File: src/shared/itid_pkg.sv
// How it works
// - Input pair: high nibble from port 4, main nibble from port 5.
// - Output: main nibble to port named by port select nibble.
// - Memory output: RAM nibble at pointer pair to selected port.
// - Direct output: main nibble to port in second-byte immediate.
// - Output pair: high to port 4, main to port 5, two cycles.
// - Bit test after bank change reads readable control registers.
// - Set bit forces one chosen port bit high, others kept.
// - Clear bit forces one chosen port bit low, updates zero flag.
// - Port AND with immediate, written back, updates zero flag.
// - Port OR with immediate, written back, updates zero flag.
// - Timer 0 reload from RAM pair at pointer plus main, two cycles.
// - Timer 1 reload from high and main nibbles, two cycles.
// - Timer reads: counter to RAM pair plus main, or high plus main.
// - Four two-cycle codes start or stop one timer each.
// - Two two-cycle codes set and clear master interrupt enable.
// - Enable codes OR immediate into upper or lower enable nibble.
// - Disable codes clear immediate bits of a nibble, update zero flag.
// - Stack pointer loads from, and reads into, high and main.
// - Serial write loads shift register from high and main; own start code.
// - Serial read copies shift register into high and main, two cycles.
// - All-zeros no-op takes one cycle and changes nothing.
// - Bank change swaps memory and register bank for next instruction.
package itid_pkg;
    // Single-byte opcodes
    localparam logic [7:0] OPC_NOP = 8'h00;
    localparam logic [7:0] OPC_OUT_MAIN = 8'h25;
    localparam logic [7:0] OPC_OUT_MEM = 8'h1A;
    localparam logic [7:0] OPC_BANK = 8'h1B;
    localparam logic [7:0] OPC_BIT_MASK = 8'hFC;
    localparam logic [7:0] OPC_SET_BIT = 8'h08;
    localparam logic [7:0] OPC_CLR_BIT = 8'h28;
    // Two-byte first bytes
    localparam logic [7:0] OPC_PAIR = 8'hCD;
    localparam logic [7:0] OPC_DIRECT = 8'hC7;
    localparam logic [7:0] OPC_PORT_AND = 8'hC2;
    localparam logic [7:0] OPC_PORT_OR = 8'hC3;
    localparam logic [7:0] OPC_IRQ = 8'hCC;
    localparam logic [7:0] OPC_EXT = 8'hCF;
    // Second bytes
    localparam logic [7:0] SUB_IN_PAIR = 8'hF4;
    localparam logic [7:0] SUB_OUT_PAIR = 8'hF5;
    localparam logic [3:0] SUB_DIRECT_HI = 4'hF;
    localparam logic [3:0] SUB_EN_LO = 4'h4;
    localparam logic [3:0] SUB_EN_HI = 4'h5;
    localparam logic [3:0] SUB_DIS_LO = 4'h8;
    localparam logic [3:0] SUB_DIS_HI = 4'h9;
    localparam logic [7:0] SUB_WR_T0 = 8'h10;
    localparam logic [7:0] SUB_WR_T1 = 8'h11;
    localparam logic [7:0] SUB_RD_T0 = 8'h12;
    localparam logic [7:0] SUB_RD_T1 = 8'h13;
    localparam logic [7:0] SUB_RUN_T0 = 8'h14;
    localparam logic [7:0] SUB_RUN_T1 = 8'h15;
    localparam logic [7:0] SUB_HALT_T0 = 8'h16;
    localparam logic [7:0] SUB_HALT_T1 = 8'h17;
    localparam logic [7:0] SUB_MIE_ON = 8'h18;
    localparam logic [7:0] SUB_MIE_OFF = 8'h19;
    localparam logic [7:0] SUB_WR_SP = 8'h1A;
    localparam logic [7:0] SUB_RD_SP = 8'h1B;
    localparam logic [7:0] SUB_HALT = 8'h1C;
    localparam logic [7:0] SUB_HOLD = 8'h1D;
    localparam logic [7:0] SUB_SIO_GO = 8'h1E;
    localparam logic [7:0] SUB_WR_SIO = 8'h1F;
    localparam logic [7:0] SUB_RD_SIO = 8'h20;
    localparam logic [7:0] SUB_SEL_BANK = 8'h24;
    // Fixed port numbers of the pair instructions
    localparam logic [3:0] PORT_HIGH = 4'h4;
    localparam logic [3:0] PORT_LOW = 4'h5;
    // Reset values and pointer step
    localparam logic [3:0] PORT_RESET = 4'hF;
    localparam logic [3:0] NIB_ZERO = 4'h0;
    localparam logic [7:0] PTR_STEP = 8'h01;
    typedef enum logic [0:0] {ST_IDLE, ST_SECOND} itid_state_t;
endpackage : itid_pkg

File: src/rtl/itid_pin_sync.sv
`timescale 1ns/1ns
`default_nettype none
module itid_pin_sync #(
    parameter int W = 8
) (
    input wire logic mclk,
    input wire logic rst_n,
    input wire logic [W-1:0] pin,
    output logic [W-1:0] level
);
    logic [W-1:0] s1_q;
    logic [W-1:0] s2_q;
    logic [W-1:0] s3_q;
    wire [W-1:0] agree = ~(s2_q ^ s3_q);

    // A bit moves once stages two and three agree
    always_ff @(posedge mclk or negedge rst_n) begin
        if (!rst_n) begin
            s1_q <= '0;
            s2_q <= '0;
            s3_q <= '0;
            level <= '0;
        end else begin
            s1_q <= pin;
            s2_q <= s1_q;
            s3_q <= s2_q;
            level <= (s2_q & agree) | (level & ~agree);
        end
    end
endmodule : itid_pin_sync
`default_nettype wire

File: src/rtl/itid_decoder.sv
`timescale 1ns/1ns
`default_nettype none
module itid_decoder #(
    parameter int PORTS = 16
) (
    input wire logic mclk,
    input wire logic resetn,
    input wire logic instr_valid,
    output logic instr_ready,
    input wire logic [7:0] instr_byte0,
    input wire logic [7:0] instr_byte1,
    output logic instr_done,
    input wire logic [3:0] main_nibble_reg,
    input wire logic [3:0] high_nibble_reg,
    input wire logic [7:0] memory_pointer_pair,
    input wire logic [3:0] port_select_nibble,
    input wire logic [3:0] mem_rdata,
    input wire logic [3:0] mem_rdata_next,
    output logic main_wr,
    output logic [3:0] main_wdata,
    output logic high_wr,
    output logic [3:0] high_wdata,
    output logic zero_flag_wr,
    output logic zero_flag,
    output logic mem_wr,
    output logic [7:0] mem_waddr,
    output logic [3:0] mem_wdata,
    input wire logic [PORTS*4-1:0] port_pins,
    output logic [PORTS*4-1:0] port_out,
    input wire logic [3:0] ctrl_rd_data,
    input wire logic ctrl_rd_ok,
    output logic [3:0] test_nibble,
    output logic test_valid,
    output logic mem_bank_swap,
    output logic reg_bank_swap,
    output logic [1:0] pc_top,
    input wire logic [11:0] timer0_count,
    input wire logic [7:0] timer1_count,
    output logic timer0_load,
    output logic [11:0] timer0_reload,
    output logic timer1_load,
    output logic [7:0] timer1_reload,
    output logic timer0_run,
    output logic timer1_run,
    output logic master_irq_enable,
    output logic [3:0] irq_enable_upper,
    output logic [3:0] irq_enable_lower,
    input wire logic [7:0] stack_pointer,
    output logic stack_pointer_wr,
    output logic [7:0] stack_pointer_wdata,
    input wire logic [7:0] serial_shift_register,
    output logic serial_load,
    output logic [7:0] serial_wdata,
    output logic serial_start,
    output logic halt_req,
    output logic hold_req
);
    if (PORTS < 6 || PORTS > 16) begin : g_bad_ports
        $error("PORTS must lie between 6 and 16");
    end

    // Reset release through two flops
    logic rst_meta_q;
    logic rst_n;
    always_ff @(posedge mclk or negedge resetn) begin
        if (!resetn) begin
            rst_meta_q <= 1'b0;
            rst_n <= 1'b0;
        end else begin
            rst_meta_q <= 1'b1;
            rst_n <= rst_meta_q;
        end
    end

    // Port pins are asynchronous to mclk
    logic [PORTS*4-1:0] pins_s;
    itid_pin_sync #(.W(PORTS*4)) u_pin_sync (
        .mclk(mclk),
        .rst_n(rst_n),
        .pin(port_pins),
        .level(pins_s)
    );

    itid_pkg::itid_state_t state_q;
    logic bank_q;
    logic [3:0] port_q [PORTS];
    logic [7:0] rd_addr2_q;
    logic [3:0] rd_nib2_q;

    // Instruction decode
    wire [7:0] b0 = instr_byte0;
    wire [7:0] b1 = instr_byte1;
    wire acc = instr_valid && (state_q == itid_pkg::ST_IDLE);
    wire is_nop = b0 == itid_pkg::OPC_NOP;
    wire is_op = b0 == itid_pkg::OPC_OUT_MAIN;
    wire is_opm = b0 == itid_pkg::OPC_OUT_MEM;
    wire is_bank = b0 == itid_pkg::OPC_BANK;
    wire is_spb = (b0 & itid_pkg::OPC_BIT_MASK) == itid_pkg::OPC_SET_BIT;
    wire is_rpb = (b0 & itid_pkg::OPC_BIT_MASK) == itid_pkg::OPC_CLR_BIT;
    wire is_input_port_pair = (b0 == itid_pkg::OPC_PAIR) && (b1 == itid_pkg::SUB_IN_PAIR);
    wire is_out_port_pair = (b0 == itid_pkg::OPC_PAIR) && (b1 == itid_pkg::SUB_OUT_PAIR);
    wire is_out_direct_port = (b0 == itid_pkg::OPC_DIRECT) && (b1[7:4] == itid_pkg::SUB_DIRECT_HI);
    wire is_and = b0 == itid_pkg::OPC_PORT_AND;
    wire is_or = b0 == itid_pkg::OPC_PORT_OR;
    wire is_irq = b0 == itid_pkg::OPC_IRQ;
    wire is_eil = is_irq && (b1[7:4] == itid_pkg::SUB_EN_LO);
    wire is_eih = is_irq && (b1[7:4] == itid_pkg::SUB_EN_HI);
    wire is_dil = is_irq && (b1[7:4] == itid_pkg::SUB_DIS_LO);
    wire is_dih = is_irq && (b1[7:4] == itid_pkg::SUB_DIS_HI);
    wire is_ext = b0 == itid_pkg::OPC_EXT;
    wire is_wt0 = is_ext && (b1 == itid_pkg::SUB_WR_T0);
    wire is_wt1 = is_ext && (b1 == itid_pkg::SUB_WR_T1);
    wire is_rt0 = is_ext && (b1 == itid_pkg::SUB_RD_T0);
    wire is_rt1 = is_ext && (b1 == itid_pkg::SUB_RD_T1);
    wire is_go0 = is_ext && (b1 == itid_pkg::SUB_RUN_T0);
    wire is_go1 = is_ext && (b1 == itid_pkg::SUB_RUN_T1);
    wire is_st0 = is_ext && (b1 == itid_pkg::SUB_HALT_T0);
    wire is_st1 = is_ext && (b1 == itid_pkg::SUB_HALT_T1);
    wire is_mon = is_ext && (b1 == itid_pkg::SUB_MIE_ON);
    wire is_moff = is_ext && (b1 == itid_pkg::SUB_MIE_OFF);
    wire is_wsp = is_ext && (b1 == itid_pkg::SUB_WR_SP);
    wire is_rsp = is_ext && (b1 == itid_pkg::SUB_RD_SP);
    wire is_halt = is_ext && (b1 == itid_pkg::SUB_HALT);
    wire is_hold = is_ext && (b1 == itid_pkg::SUB_HOLD);
    wire is_sgo = is_ext && (b1 == itid_pkg::SUB_SIO_GO);
    wire is_wsio = is_ext && (b1 == itid_pkg::SUB_WR_SIO);
    wire is_read_serial_shift = is_ext && (b1 == itid_pkg::SUB_RD_SIO);
    wire is_sb = is_ext && ((b1 & itid_pkg::OPC_BIT_MASK) == itid_pkg::SUB_SEL_BANK);
    // One-byte forms finish in one cycle
    wire one_cycle = is_nop | is_op | is_opm | is_bank | is_spb | is_rpb;

    // Port selection and read-modify-write on the output latch
    wire [3:0] p_sel = (is_and | is_or | is_out_direct_port) ? b1[3:0] : port_select_nibble;
    wire p_exists = 32'(p_sel) < PORTS;
    wire [3:0] lat_sel = p_exists ? port_q[p_sel] : itid_pkg::NIB_ZERO;
    wire [3:0] bit_mask = 4'(4'h1 << b0[1:0]);
    wire [3:0] set_res = lat_sel | bit_mask;
    wire [3:0] clr_res = lat_sel & ~bit_mask;
    wire [3:0] and_res = lat_sel & b1[7:4];
    wire [3:0] or_res = lat_sel | b1[7:4];
    wire [3:0] rmw_res = is_spb ? set_res : is_rpb ? clr_res : is_and ? and_res : or_res;

    // Single port write
    wire pw_en = acc & (is_op | is_opm | is_out_direct_port | is_spb | is_rpb | is_and | is_or);
    wire [3:0] pw_data = (is_op | is_out_direct_port) ? main_nibble_reg
                       : is_opm ? mem_rdata : rmw_res;
    wire pair_wr = acc & is_out_port_pair;

    // Interrupt enable arithmetic
    wire [3:0] en_lo_d = is_eil ? (irq_enable_lower | b1[3:0])
                       : (irq_enable_lower & ~b1[3:0]);
    wire [3:0] en_hi_d = is_eih ? (irq_enable_upper | b1[3:0])
                       : (irq_enable_upper & ~b1[3:0]);

    // Write-back selection toward core registers
    wire main_wr_d = acc & (is_input_port_pair | is_rt0 | is_rt1 | is_rsp | is_read_serial_shift);
    wire high_wr_d = acc & (is_input_port_pair | is_rt1 | is_rsp | is_read_serial_shift);
    wire [7:0] pair_rd = is_rt1 ? timer1_count
                       : is_rsp ? stack_pointer
                       : is_read_serial_shift ? serial_shift_register
                       : {pins_s[itid_pkg::PORT_HIGH*4 +: 4], pins_s[itid_pkg::PORT_LOW*4 +: 4]};
    wire [3:0] main_d = is_rt0 ? timer0_count[3:0] : pair_rd[3:0];
    wire zf_wr_d = acc & (is_rpb | is_and | is_or | is_dil | is_dih);
    wire [3:0] zf_src = is_dil ? en_lo_d : is_dih ? en_hi_d : rmw_res;
    wire [7:0] hl_next = memory_pointer_pair + itid_pkg::PTR_STEP;

    // Bit-test source for the branch unit
    wire [3:0] pin_sel = p_exists ? pins_s[p_sel*4 +: 4] : itid_pkg::NIB_ZERO;

    // Sequencing: one or two machine cycles
    always_ff @(posedge mclk or negedge rst_n) begin
        if (!rst_n) begin
            state_q <= itid_pkg::ST_IDLE;
        end else begin
            case (state_q)
                itid_pkg::ST_IDLE: begin
                    if (acc && !one_cycle) begin
                        state_q <= itid_pkg::ST_SECOND;
                    end
                end
                itid_pkg::ST_SECOND: begin
                    state_q <= itid_pkg::ST_IDLE;
                end
                default: begin
                    state_q <= itid_pkg::ST_IDLE;
                end
            endcase
        end
    end

    assign instr_ready = state_q == itid_pkg::ST_IDLE;

    // Completion pulse and core write-backs
    always_ff @(posedge mclk or negedge rst_n) begin
        if (!rst_n) begin
            instr_done <= 1'b0;
            main_wr <= 1'b0;
            main_wdata <= itid_pkg::NIB_ZERO;
            high_wr <= 1'b0;
            high_wdata <= itid_pkg::NIB_ZERO;
            zero_flag_wr <= 1'b0;
            zero_flag <= 1'b0;
        end else begin
            instr_done <= (acc && one_cycle) || (state_q == itid_pkg::ST_SECOND);
            main_wr <= main_wr_d;
            main_wdata <= main_d;
            high_wr <= high_wr_d;
            high_wdata <= pair_rd[7:4];
            zero_flag_wr <= zf_wr_d;
            zero_flag <= zf_wr_d ? (zf_src == itid_pkg::NIB_ZERO) : zero_flag;
        end
    end

    // Timer 0 read spills into two RAM nibbles, one per cycle
    always_ff @(posedge mclk or negedge rst_n) begin
        if (!rst_n) begin
            mem_wr <= 1'b0;
            mem_waddr <= 8'h00;
            mem_wdata <= itid_pkg::NIB_ZERO;
            rd_addr2_q <= 8'h00;
            rd_nib2_q <= itid_pkg::NIB_ZERO;
        end else if (acc && is_rt0) begin
            mem_wr <= 1'b1;
            mem_waddr <= memory_pointer_pair;
            mem_wdata <= timer0_count[11:8];
            rd_addr2_q <= hl_next;
            rd_nib2_q <= timer0_count[7:4];
        end else if (state_q == itid_pkg::ST_SECOND && mem_wr) begin
            mem_waddr <= rd_addr2_q;
            mem_wdata <= rd_nib2_q;
        end else begin
            mem_wr <= 1'b0;
        end
    end

    // Output port latches
    always_ff @(posedge mclk or negedge rst_n) begin
        if (!rst_n) begin
            for (int i = 0; i < PORTS; i++) begin
                port_q[i] <= itid_pkg::PORT_RESET;
            end
        end else begin
            if (pw_en && p_exists) begin
                port_q[p_sel] <= pw_data;
            end
            if (pair_wr) begin
                port_q[itid_pkg::PORT_HIGH] <= high_nibble_reg;
                port_q[itid_pkg::PORT_LOW] <= main_nibble_reg;
            end
        end
    end

    for (genvar g = 0; g < PORTS; g++) begin : g_port_out
        assign port_out[g*4 +: 4] = port_q[g];
    end

    // Bank swap lasts until next instruction
    always_ff @(posedge mclk or negedge rst_n) begin
        if (!rst_n) begin
            bank_q <= 1'b0;
            test_nibble <= itid_pkg::NIB_ZERO;
            test_valid <= 1'b0;
        end else begin
            if (acc) begin
                bank_q <= is_bank;
            end
            test_nibble <= bank_q ? ctrl_rd_data : pin_sel;
            test_valid <= !bank_q || ctrl_rd_ok;
        end
    end

    assign mem_bank_swap = bank_q;
    assign reg_bank_swap = bank_q;

    // Timer, interrupt, stack, serial and standby control
    always_ff @(posedge mclk or negedge rst_n) begin
        if (!rst_n) begin
            timer0_load <= 1'b0;
            timer0_reload <= 12'h000;
            timer1_load <= 1'b0;
            timer1_reload <= 8'h00;
            timer0_run <= 1'b0;
            timer1_run <= 1'b0;
            master_irq_enable <= 1'b0;
            irq_enable_upper <= itid_pkg::NIB_ZERO;
            irq_enable_lower <= itid_pkg::NIB_ZERO;
            stack_pointer_wr <= 1'b0;
            stack_pointer_wdata <= 8'h00;
            serial_load <= 1'b0;
            serial_wdata <= 8'h00;
            serial_start <= 1'b0;
            halt_req <= 1'b0;
            hold_req <= 1'b0;
            pc_top <= 2'h0;
        end else begin
            timer0_load <= acc & is_wt0;
            timer1_load <= acc & is_wt1;
            stack_pointer_wr <= acc & is_wsp;
            serial_load <= acc & is_wsio;
            serial_start <= acc & is_sgo;
            halt_req <= acc & is_halt;
            hold_req <= acc & is_hold;
            if (acc && is_wt0) begin
                timer0_reload <= {mem_rdata, mem_rdata_next, main_nibble_reg};
            end
            if (acc && is_wt1) begin
                timer1_reload <= {high_nibble_reg, main_nibble_reg};
            end
            if (acc && (is_go0 || is_st0)) begin
                timer0_run <= is_go0;
            end
            if (acc && (is_go1 || is_st1)) begin
                timer1_run <= is_go1;
            end
            if (acc && (is_mon || is_moff)) begin
                master_irq_enable <= is_mon;
            end
            if (acc && (is_eil || is_dil)) begin
                irq_enable_lower <= en_lo_d;
            end
            if (acc && (is_eih || is_dih)) begin
                irq_enable_upper <= en_hi_d;
            end
            if (acc && is_wsp) begin
                stack_pointer_wdata <= {high_nibble_reg, main_nibble_reg};
            end
            if (acc && is_wsio) begin
                serial_wdata <= {high_nibble_reg, main_nibble_reg};
            end
            if (acc && is_sb) begin
                pc_top <= b1[1:0];
            end
        end
    end
endmodule : itid_decoder
`default_nettype wire

File: config.mk
export PLATFORM = sky130hd
export DESIGN_NAME = itid_decoder
export DESIGN_NICKNAME = d
export VERILOG_FILES = /design/src/shared/itid_pkg.sv /design/src/rtl/itid_pin_sync.sv /design/src/rtl/itid_decoder.sv
export SDC_FILE = /design/constraint.sdc
export NUM_CORES = 1
export LEC_CHECK = 0
export ABC_CLOCK_PERIOD_IN_PS = 19500
export BUFFER_PORTS_ARGS = -buffer_cell sky130_fd_sc_hd__buf_4
export CAP_MARGIN = 5
export CORE_ASPECT_RATIO = 0.75
export CORE_MARGIN = 2
export CORE_UTILIZATION = 59
export DETAILED_ROUTE_END_ITERATION = 6
export GPL_TIMING_DRIVEN = 0
export PLACE_DENSITY = 0.84
export SYNTH_ARGS = -nofsm -noshare
export SYNTH_HDL_FRONTEND = slang
export SYNTH_SLANG_ARGS = --single-unit
File: constraint.sdc
create_clock -name mclk -period 19.5 [get_ports mclk]
set_clock_uncertainty 0.2 [all_clocks]
set_input_delay 0.975 -clock mclk [delete_from_list [all_inputs] [get_ports mclk]]
set_output_delay 0.975 -clock mclk [all_outputs]
set_load 0.01 [all_outputs]
==> results of run 1 <==
layout make-up:
type                    count  area (sq um)  area share [%]
flip-flops and latches    423         10700            53.5
well taps                 344           430            2.16
clock buffers              58          1150            5.76
plain buffers              47           254            1.27
repair buffers            310          2450            12.3
diodes                      1          2.50          0.0126
multi-input cells         734          4790            24.0
clock inverters            12           156           0.785
inverters                  10          37.5           0.188
worst max path at each step:
stage                    from                          to  cells past startpoint
2_1_floorplan           rst_n  asynchronous set/reset pin                      0
3_3_place_gp            rst_n          u_pin_sync.s2_q[1]                      0
3_5_place_dp   instr_byte0[5]                port_out[47]                     14
4_1_cts        instr_byte0[5]                port_out[47]                     14
5_1_grt        instr_byte0[5]              test_nibble[0]                     11
6_report       instr_byte0[5]                port_out[47]                     14
cells in the final DEF (no fill, tap or decap), types with 12 or more instances in the layout:
cell / synthesis / routed
clkbuf_1: 28 / 38
clkbuf_16: 0 / 40
buf_4: 4 / 308
dfstp_2: 64 / 64
dfrtp_1: 359 / 358
maj3_1: 64 / 64
mux2i_1: 41 / 41
nand3_1: 37 / 37
a211oi_1: 16 / 16
nor2_1: 105 / 105
and3_1: 16 / 16
a21oi_1: 69 / 69
a21oi_2: 12 / 12
mux2_2: 50 / 50
o21ai_0: 47 / 47
nand2_1: 124 / 124
power by group through the flow:
stage | logic [mW] | registers (mW) | clock network (mW)
2_1_floorplan | 0.0605 | 0.981 | 0
3_3_place_gp | 0.131 | 0.987 | 0
3_5_place_dp | 0.154 | 0.974 | 0
4_1_cts | 0.156 | 0.960 | 0.777
5_1_grt | 0.170 | 0.965 | 0.817
6_report | 0.156 | 0.961 | 0.766
layer usage:
layer / part of all wire, % / vias up / GRT usage (%)
li1: - / 4981 / -
met1: 41 / 5727 / 42.0
met2: 47 / 576 / 46.7
met3: 9.6 / 94 / 8.32
met4: 3.3 / 0 / 10.7
met5: 0 / - / 0
worst max-delay path: cells and delay by family:
kind | cells | cell delay, ns
simple gates | 3 | 0.72
mux | 1 | 0.36
compound gates | 6 | 1.86
buf+inv | 4 | 0.68
cell families after synthesis:
group           after synthesis  synth area share [%]
flops                       423                  67.7
mux                          94                  6.42
fa+ha+maj                    65                  4.15
xor+xnor                      6                 0.334
other cells                   1                0.0238
buf+inv                      57                  1.85
compound gates              220                  9.24
simple gates                348                  10.3
==> metrics.md, run 1 <==
| Metric | Value |
|---|---|
| Cells after DPL | 1868 |
| Worst path most repeated cell | buf_6 |
| CP max stage cell | o41ai_2 |
| Synth Register Bits | 423 |
| CP Capture Type | register |
| Final net count | 1718 |
| Setup TNS | 0 ns |
| Final period utilization | 22.5% |
| MaxCap Viol Count | 0 |
| Reg clk slew, reported paths | 0.06 ns |
| RSZ-0062 raised after global routing | false |
| CTS H-tree depth | 2 |
| Post-CTS Setup Inserts | 0 |
| Initial Util | 60.3% |
| DRC Markers | 0 |
| DRT Wirelength | 42500 um |
| Yosys top cell area share | 57.1% |
| Post-DRT Antenna Nets | 0 |
| Total CTS buffers | 39 |
| Worst-Margin Slew | 1.11 ns |
| Comb power frac | 8.3% |
| Post-Synthesis Cells | 1214 |
| CP required | 19.73 ns |
| Initial antenna violation count | 1 |
| Fmax achieved | 0.228 GHz |
| Hold slack | 0.0126 ns |
| Clock buffer depth | 3 |
| Worst Hold Class | input port to asynchronous set/reset pin |
| Ys async rst share | 100% |
| Crit start category | input port |
| Cts repair resizes | 0 |
| Gr ovfl total | 0 |
| CTS tree | yes |
| Flop pwr share | 51.0% |
| Max IR drop VDD | 0.0750 mV |
| DIE WIDTH | 193 um |
| Mapped Area | 15700 sq um |
| Area delta synth->final | 26.6% |
| # fillers | 1602 |
| Die H | 145 um |
| PD cells | 94.4 nW/um^2 |
| All-Layer GR Usage | 30.4% |
| CP cell instances | buf_4 > and4bb_4 > nand3b_4 > o21ai_0 > and2_1 > buf_6 > buf_6 > mux2i_1 > o22ai_1 > o41ai_2 > o21ai_1 > a21oi_2 > buf_6 > a21oi_1 |
| Area contributors post-synth | dfrtp_1, dfstp_2, maj3_1 |
| Worst slack, placed | 14.74 ns |
| Via density | 5.87 |
| Slew margin rel. | 25.8% |
| Synth Area per Inst | 13.0 sq um |
| DR WL/cell | 21.9 um |
| Post-synth EDFFs | 0 |
| Vias in the first global route | 11600 |
| Final Hold Vio Count | 0 |
| Row count | 51 |
| Number of port buffers | 304 |
| Post-layout minimum cycle time | 4.38 ns |
| Post-DP Area | 18600 sq um |
| Share of layout cells above drive strength 1 | 33.2% |
| Finished layout cell area | 19900 sq um |
| First DRT Iteration DRCs | 920 |
| Reg-to-reg critical path startpoint | state_q |
| Ports | 306 |
| Reg2Reg Depth | 5 |
| Die area | 28000 sq um |
| Max-slew violation count | 0 |
| CTS Sinks | 423 |
| Critical R2R Capture | serial_wdata[5] |
| Final setup fails | 0 |
| Crit-path max cell delay | 0.48 ns |
| Register area share after synthesis | 67.7% |
| Top-count cell post-synth | dfrtp_1 |
| Hold Buf Count CTS | 0 |
| NetSw | 0.443 mW |
| Final GP Congestion | 0.942 |
| Netlist cell types | 71 |
| Pleak | 9.21 nW |
| Area leader, netlist | dfrtp_1 |
| First-pass GRT wire length | 64600 um |
| Vias post-DR | 11400 |
| Top cells by count, synth | dfrtp_1, nand2_1, nor2_1 |
| Crit Path Max Fanout | 10 |
| Clock root buffer | clkbuf_16 |
| Power Internal | 1.44 mW |
| Clk pwr share | 40.7% |
| Crit path DAT | 4.61 ns |
| Flop-to-flop setup slack | 16.75 ns |
| Sw Share | 23.5% |
| Final HPWL DP | 30300 um |
| Net Count, Synth | 1367 |
| DRT Pass-1 Iters | 6 |
| Final Core Density | 76.4% |
| Core ar. | 26100 sq um |
| Setup ws final | 15.12 ns |
| Main flop type after synthesis | dfrtp_1 |
| Total power | 1.88 mW |
| Status | finished, final reports clean |
| Yosys warnings | 0 |
| Largest net degree at the start of global routing | 77 |
| WS Path Type | input port to register |
| Layout Cells excl Fill | 1939 |
| Later-pin clock latency in the skew report | 0.54 ns |
(Power assumes the default switching activity.)
==> run 2, diff against run 1 <==
- ABC_CLOCK_PERIOD_IN_PS: 19500 -> 3800
- CORE_UTILIZATION: 59 -> 50
- PLACE_DENSITY: 0.84 -> 0.76
- clock period: 19.5 -> 3.8 ns (I/O delays scaled with it)
==> metrics.md, run 2 (synthesized netlist as in run 1, its figures left out) <==
| Metric | Value |
|---|---|
| Status | finished, final reports clean |
| CP max stage cell | dlygate4sd3_1 |
| DR WL/cell | 20.7 um (-5.4%) |
| RSZ-0062 raised after global routing | false |
| Via density | 5.47 (-6.7%) |
| Pleak | 9.91 nW (+7.6%) |
| Hold endpoint | state_q |
| Later-pin clock latency in the skew report | 0.56 ns (+0.02 ns) |
| CP cell instances | dlygate4sd3_1 > buf_4 > nand3b_4 > or2_1 > buf_4 > a21oi_2 > a2111oi_0 > nor4_1 > nand4_1 > a311o_1 > a21boi_4 > buf_6 > a21oi_1 |
| DRT Wirelength | 44600 um (+4.9%) |
| Final GP Congestion | 0.872 (-7.5%) |
| Setup TNS | 0 ns (unchanged) |
| Crit Path Max Fanout | 10 (unchanged) |
| Number of port buffers | 304 (unchanged) |
| Total CTS buffers | 41 (+5.1%) |
| CP required | 4.07 ns (-15.66 ns) |
| Clk pwr share | 43.0% (+2.3 points) |
| Area delta synth->final | 37.6% |
| Critical path buffers and inverters | 4 (unchanged) |
| Total power | 10.3 mW (+450%) |
| Vias in the first global route | 12100 (+4.5%) |
| Min-Delay Path Depth | 5 |
| Crit path DAT | 3.91 ns (-0.70 ns) |
| Clock buffer depth | 3 (unchanged) |
| DRT Pass-1 Iters | 5 (-1) |
| Row count | 56 (+9.8%) |
| CTS tree | yes |
| Flop-to-flop setup slack | 0.86 ns (-15.89 ns) |
| Crit-path max cell delay | 0.57 ns (+0.09 ns) |
| MaxCap Viol Count | 0 (unchanged) |
| Ports | 306 (unchanged) |
| DRC Markers | 0 (unchanged) |
| Slew margin rel. | 26.9% (+1.1 points) |
| Final HPWL DP | 29900 um (-1.3%) |
| Comb power frac | 9.0% (+0.7 points) |
| DIE WIDTH | 209 um (+8.4%) |
| Worst-Margin Slew | 1.09 ns (-0.0203 ns) |
| Post-layout minimum cycle time | 3.64 ns |
| Gr ovfl total | 0 (unchanged) |
| Reg-to-reg critical path startpoint | port_out[45] |
| Worst path most repeated cell | buf_4 |
| Largest net degree at the start of global routing | 81 (+5.2%) |
| Post-DRT Antenna Nets | 0 (unchanged) |
| Min-delay src | instr_byte0[5] |
| Reg2Reg Depth | 8 (+3) |
| Initial antenna violation count | 3 (+2) |
| Fmax achieved | 0.275 GHz |
| Sw Share | 23.1% (-0.39 points) |
| Crit start category | input port |
| Power Internal | 7.90 mW (+450%) |
| Post-CTS Setup Inserts | 0 (unchanged) |
| Final setup fails | 0 (unchanged) |
| Max-slew violation count | 0 (unchanged) |
| Final period utilization | 95.8% |
| All-Layer GR Usage | 26.9% (-3.5 points) |
| Worst Hold Class | input port to register |
| Max IR drop VDD | 0.313 mV (+320%) |
| Initial Util | 50.6% (-9.7 points) |
| Share of layout cells above drive strength 1 | 31.3% (-1.9 points) |
| Worst setup path startpoint | instr_byte0[3] |
| WS Path Type | input port to register |
| PD cells | 474 nW/um^2 (+400%) |
| Core ar. | 31100 sq um (+19%) |
| CTS H-tree depth | 2 (unchanged) |
| NetSw | 2.38 mW (+440%) |
| Leading cell type in the layout, fill and taps excluded | dfrtp_1 |
| First-pass GRT wire length | 67900 um (+5.1%) |
| Final Hold Vio Count | 0 (unchanged) |
| Critical R2R Capture | port_out[41] |
| Reg clk slew, reported paths | 0.06 ns (about the same) |
| Most frequent cells in the layout | dfrtp_1, buf_4, dlygate4sd3_1, nand2_1, nor2_1 |
| Clock root buffer | clkbuf_16 |
| Flop pwr share | 48.0% (-3.0 points) |
| Final net count | 1861 (+8.3%) |
| Vias post-DR | 11800 (+3.4%) |
| Crit path max-delay family | compound AO/OA/AOI/OAI gates |
| Die area | 32900 sq um (+18%) |
| CTS Sinks | 423 (unchanged) |
| Die H | 158 um (+8.4%) |
| CP Capture Type | register |
| First DRT Iteration DRCs | 981 (+6.6%) |
## run 2: layout make-up
| cell class | count | area (sq um) |
|---|---|---|
| fillers | 2152 | 9440 |
| repair buffers | 453 | 3880 |
| plain buffers | 45 | 250 |
| clock buffers | 57 | 1180 |
| flip-flops and latches | 423 | 10700 |
| diodes | 4 | 10.0 |
| multi-input cells | 734 | 4810 |
| inverters | 10 | 37.5 |
| well taps | 406 | 508 |
| clock inverters | 18 | 323 |
## run 2: per-stage QoR
stage          std cells  util, %  hold WS (ns)  setup slack [ns]  cell area, sq um
3_3_place_gp        1924     59.6        -0.227             -1.81             18500
5_1_grt             2149     69.6        0.0491           0.00769             21700
4_1_cts             2148     69.5      0.000715            0.0521             21600
6_report            2150     69.6        0.0323             0.159             21700
3_5_place_dp        1930     60.1        -0.226            -0.203             18700
2_1_floorplan       1214        -        -0.306            -0.512             15800
## run 2: worst max-delay path by stage
stage                                       endpoint  cells after the start
after floorplan           asynchronous set/reset pin                      0
after global placement                    test_valid                      0
after detailed placement              test_nibble[0]                     11
after CTS                              high_wdata[2]                     12
after global routing                   high_wdata[1]                     10
final                                   port_out[41]                     13
## run 2: worst register-to-register path, delay by kind of cell, from the launching register on
kind / cells / cell delay (ns)
and+or+nand+nor: 2 / 0.81
AOI/OAI and AO/OA: 5 / 1.10
buffers and inverters: 1 / 0.18
DFF: 1 / 0.59
## run 2: power groups by stage
stage	registers, mW	logic (mW)	clock network, mW
after floorplan	5.03	0.311	0
after global placement	5.07	0.676	0
after detailed placement	5.00	0.789	0
after CTS	4.92	0.915	4.48
after global routing	4.95	1.01	4.68
final	4.93	0.926	4.42
## run 2: repair_timing
action,in CTS,in global routing
endpoints found under the hold margin,199,0
hold buffers,143,0
resized for setup,0,11
setup endpoints to repair,0,35
## run 2: per-layer routing
metal / vias up / track usage (%) / part of all wire, %
met5: - / 0 / 0
met4: 0 / 8.81 / 2.8
met3: 82 / 6.27 / 8.0
met2: 517 / 41.9 / 46
met1: 5896 / 37.7 / 43
li1: 5273 / - / -
==> run 3, diff against run 2 <==
--- a/config.mk
+++ b/config.mk
@@ -13,2 +13,3 @@
 export CORE_UTILIZATION = 50
+export CTS_CLUSTER_DIAMETER = 100
 export DETAILED_ROUTE_END_ITERATION = 6
==> constraint.sdc (replaced) <==
create_clock -name mclk -period 3.8 [get_ports mclk]
set_clock_uncertainty 0.2 [all_clocks]
set_input_delay 0.76 -clock mclk [delete_from_list [all_inputs] [get_ports mclk]]
set_output_delay 0.76 -clock mclk [all_outputs]
set_load 0.01 [all_outputs]
==> metrics.md, run 3 (synthesized netlist as in run 1, its figures left out) <==
| Metric | Value |
|---|---|
| Status | finished, final reports clean |
| CP required | 4.05 ns (-0.02 ns) |
| PD cells | 499 nW/um^2 (+5.2%) |
| Flop pwr share | 48.6% (+0.6 points) |
| Reg2Reg Depth | 9 (+1) |
| # fillers | 2325 (+8.0%) |
| DR WL/cell | 20.7 um (-0.20%) |
| Worst Hold Class | input port to register |
| Power Internal | 7.81 mW (-1.1%) |
| Post-DRT Antenna Nets | 0 (unchanged) |
| Post-layout minimum cycle time | 3.70 ns (+0.0545 ns) |
| Share of layout cells above drive strength 1 | 34.5% (+3.2 points) |
| RSZ-0062 raised after global routing | true |
| Clk pwr share | 43.4% (+0.4 points) |
| DRT Wirelength | 41700 um (-6.6%) |
| Final setup fails | 0 (unchanged) |
| NetSw | 2.32 mW (-2.4%) |
| Largest net degree at the start of global routing | 81 (unchanged) |
| Final net count | 1726 (-7.3%) |
| Max IR drop VDD | 0.342 mV (+9.2%) |
| WS Path Type | input port to register |
| Vias post-DR | 11100 (-5.3%) |
| First DRT Iteration DRCs | 852 (-13%) |
| Total CTS buffers | 41 (unchanged) |
| Pleak | 9.35 nW (-5.7%) |
| Worst-Margin Slew | 1.06 ns (-0.0301 ns) |
| Later-pin clock latency in the skew report | 0.55 ns (about the same) |
| Row count | 56 (unchanged) |
| Clock buffer depth | 3 (unchanged) |
| Via density | 5.54 (+1.1%) |
| Crit path DAT | 3.95 ns (+0.04 ns) |
| Worst slack, placed | -0.773 ns (-0.570 ns) |
| Number of port buffers | 304 (unchanged) |
| Crit Path Max Fanout | 10 (unchanged) |
| Min-Delay Path Depth | 1 (-4) |
| DRC Markers | 0 (unchanged) |
| Crit start category | input port |
| CP Capture Type | register |
| Vias in the first global route | 11100 (-8.1%) |
| CTS Sinks | 423 (unchanged) |
| Hold endpoint | u_pin_sync.s1_q[41] |
| Setup ws final | 0.104 ns (-0.0545 ns) |
| Initial antenna violation count | 2 (-1) |
| CTS H-tree depth | 2 (unchanged) |
| Reg-to-reg critical path startpoint | port_out[45] |
| Final HPWL DP | 29900 um (unchanged) |
| Max-slew violation count | 0 (unchanged) |
| CTS tree | yes |
| Area delta synth->final | 29.0% |
| Slew margin rel. | 29.0% (+2.0 points) |
| First-pass GRT wire length | 63300 um (-6.7%) |
| MaxCap Viol Count | 0 (unchanged) |
| Core ar. | 31100 sq um (unchanged) |
| Final period utilization | 97.3% (+1.4 points) |
| Flop-to-flop setup slack | 1.10 ns (+0.24 ns) |
| Finished layout cell area | 20300 sq um (-6.2%) |
| All-Layer GR Usage | 25.1% (-1.8 points) |
| Critical R2R Capture | port_out[41] |
| Die area | 32900 sq um (unchanged) |
| Clock root buffer | clkbuf_16 |
| Gr ovfl total | 0 (unchanged) |
| Final Hold Vio Count | 0 (unchanged) |
| Final GP Congestion | 0.872 (unchanged) |
| Fmax achieved | 0.271 GHz (-1.5%) |
| Ports | 306 (unchanged) |
| Most frequent cells in the layout | dfrtp_1, buf_4, nand2_1, nor2_1, a21oi_1 |
| Initial Util | 50.6% (unchanged) |
| Reg clk slew, reported paths | 0.06 ns (about the same) |
| Comb power frac | 8.0% (-1.0 points) |
| Post-DP Area | 18700 sq um (unchanged) |
| DRT Pass-1 Iters | 6 (+1) |
| Min-delay src | port_pins[41] |
| Leading cell type in the layout, fill and taps excluded | dfrtp_1 |
| Final Core Density | 65.3% (-4.3 points) |
| DIE WIDTH | 209 um (unchanged) |
| Sw Share | 22.9% (-0.23 points) |
| Die H | 158 um (unchanged) |
run 3: cell types whose count changed in the layout (fill, tap and decap cells not counted), sizes merged:
cell	before	now
diode	4	2
buf	329	332
clkbuf	83	87
dlygate4sd3	143	1
run 3: area by class of cell:
type                            instances  area, sq um  area share [%]
Sequential cell                       423        10700            52.5
Multi-Input combinational cell        734         4840            23.8
Timing Repair Buffer                  316         2490            12.3
Clock buffer                           57         1180            5.79
Tap cell                              406          508            2.50
Clock inverter                         18          323            1.59
Buffer                                 47          263            1.29
Inverter                               10         37.5           0.185
Antenna cell                            2         5.00          0.0246
run 3: routing by layer:
metal,routed length [um],up-vias,track usage [%]
met4,1070,0,7.41
met1,18900,5582,36.5
li1,-,5010,-
met5,0,-,0
met2,18400,481,37.9
met3,3220,69,5.81
run 3: worst max-delay path by stage:
stage | start | slack [ns] | end
after floorplan | rst_n | -0.51 | asynchronous set/reset pin
after global placement | rst_n | -1.81 | test_valid
after detailed placement | instr_byte0[5] | -0.77 | test_nibble[0]
after CTS | instr_byte0[5] | 0.02 | test_nibble[0]
after global routing | instr_byte0[5] | -0.12 | port_out[45]
final | instr_byte0[5] | 0.10 | port_out[41]
run 3: per-stage QoR:
stage               hold WS [ns]  setup TNS, ns  total power [mW]  cells
floorplan                  0.131        -182.78              5.34   1214
finish                     0.114              0              10.1   2013
global route              0.0892          -1.09              10.5   2013
global placement           0.133        -687.00              5.74   1924
CTS                       0.0853              0              10.2   2006
detailed placement         0.135         -38.95              5.79   1930
run 3: power groups by stage:
stage | Sequential [mW] | Combinational [mW] | Clock, mW
6_report | 4.93 | 0.808 | 4.40
5_1_grt | 4.95 | 0.884 | 4.67
4_1_cts | 4.92 | 0.797 | 4.48
3_5_place_dp | 5.00 | 0.789 | 0
3_3_place_gp | 5.07 | 0.676 | 0
2_1_floorplan | 5.03 | 0.311 | 0
run 3: critical path, stage by stage:
cell and delay [ns]:
buf_4 0.12, and4bb_4 0.39, nand3b_4 0.11, or2_1 0.27, mux2_1 0.49, a2111oi_0 0.57
nor4_1 0.17, nand4_1 0.10, buf_4 0.14, a311o_1 0.21, a21boi_4 0.32, buf_6 0.20
a21oi_1 0.08
run 3: what timing repair did:
action,4_1_cts,5_1_grt
endpoints found under the setup margin,3,60
hold buffers,1,0
hold endpoints to repair,2,0
gates resized for setup,2,18
pin swaps,0,3
setup buffers,0,5
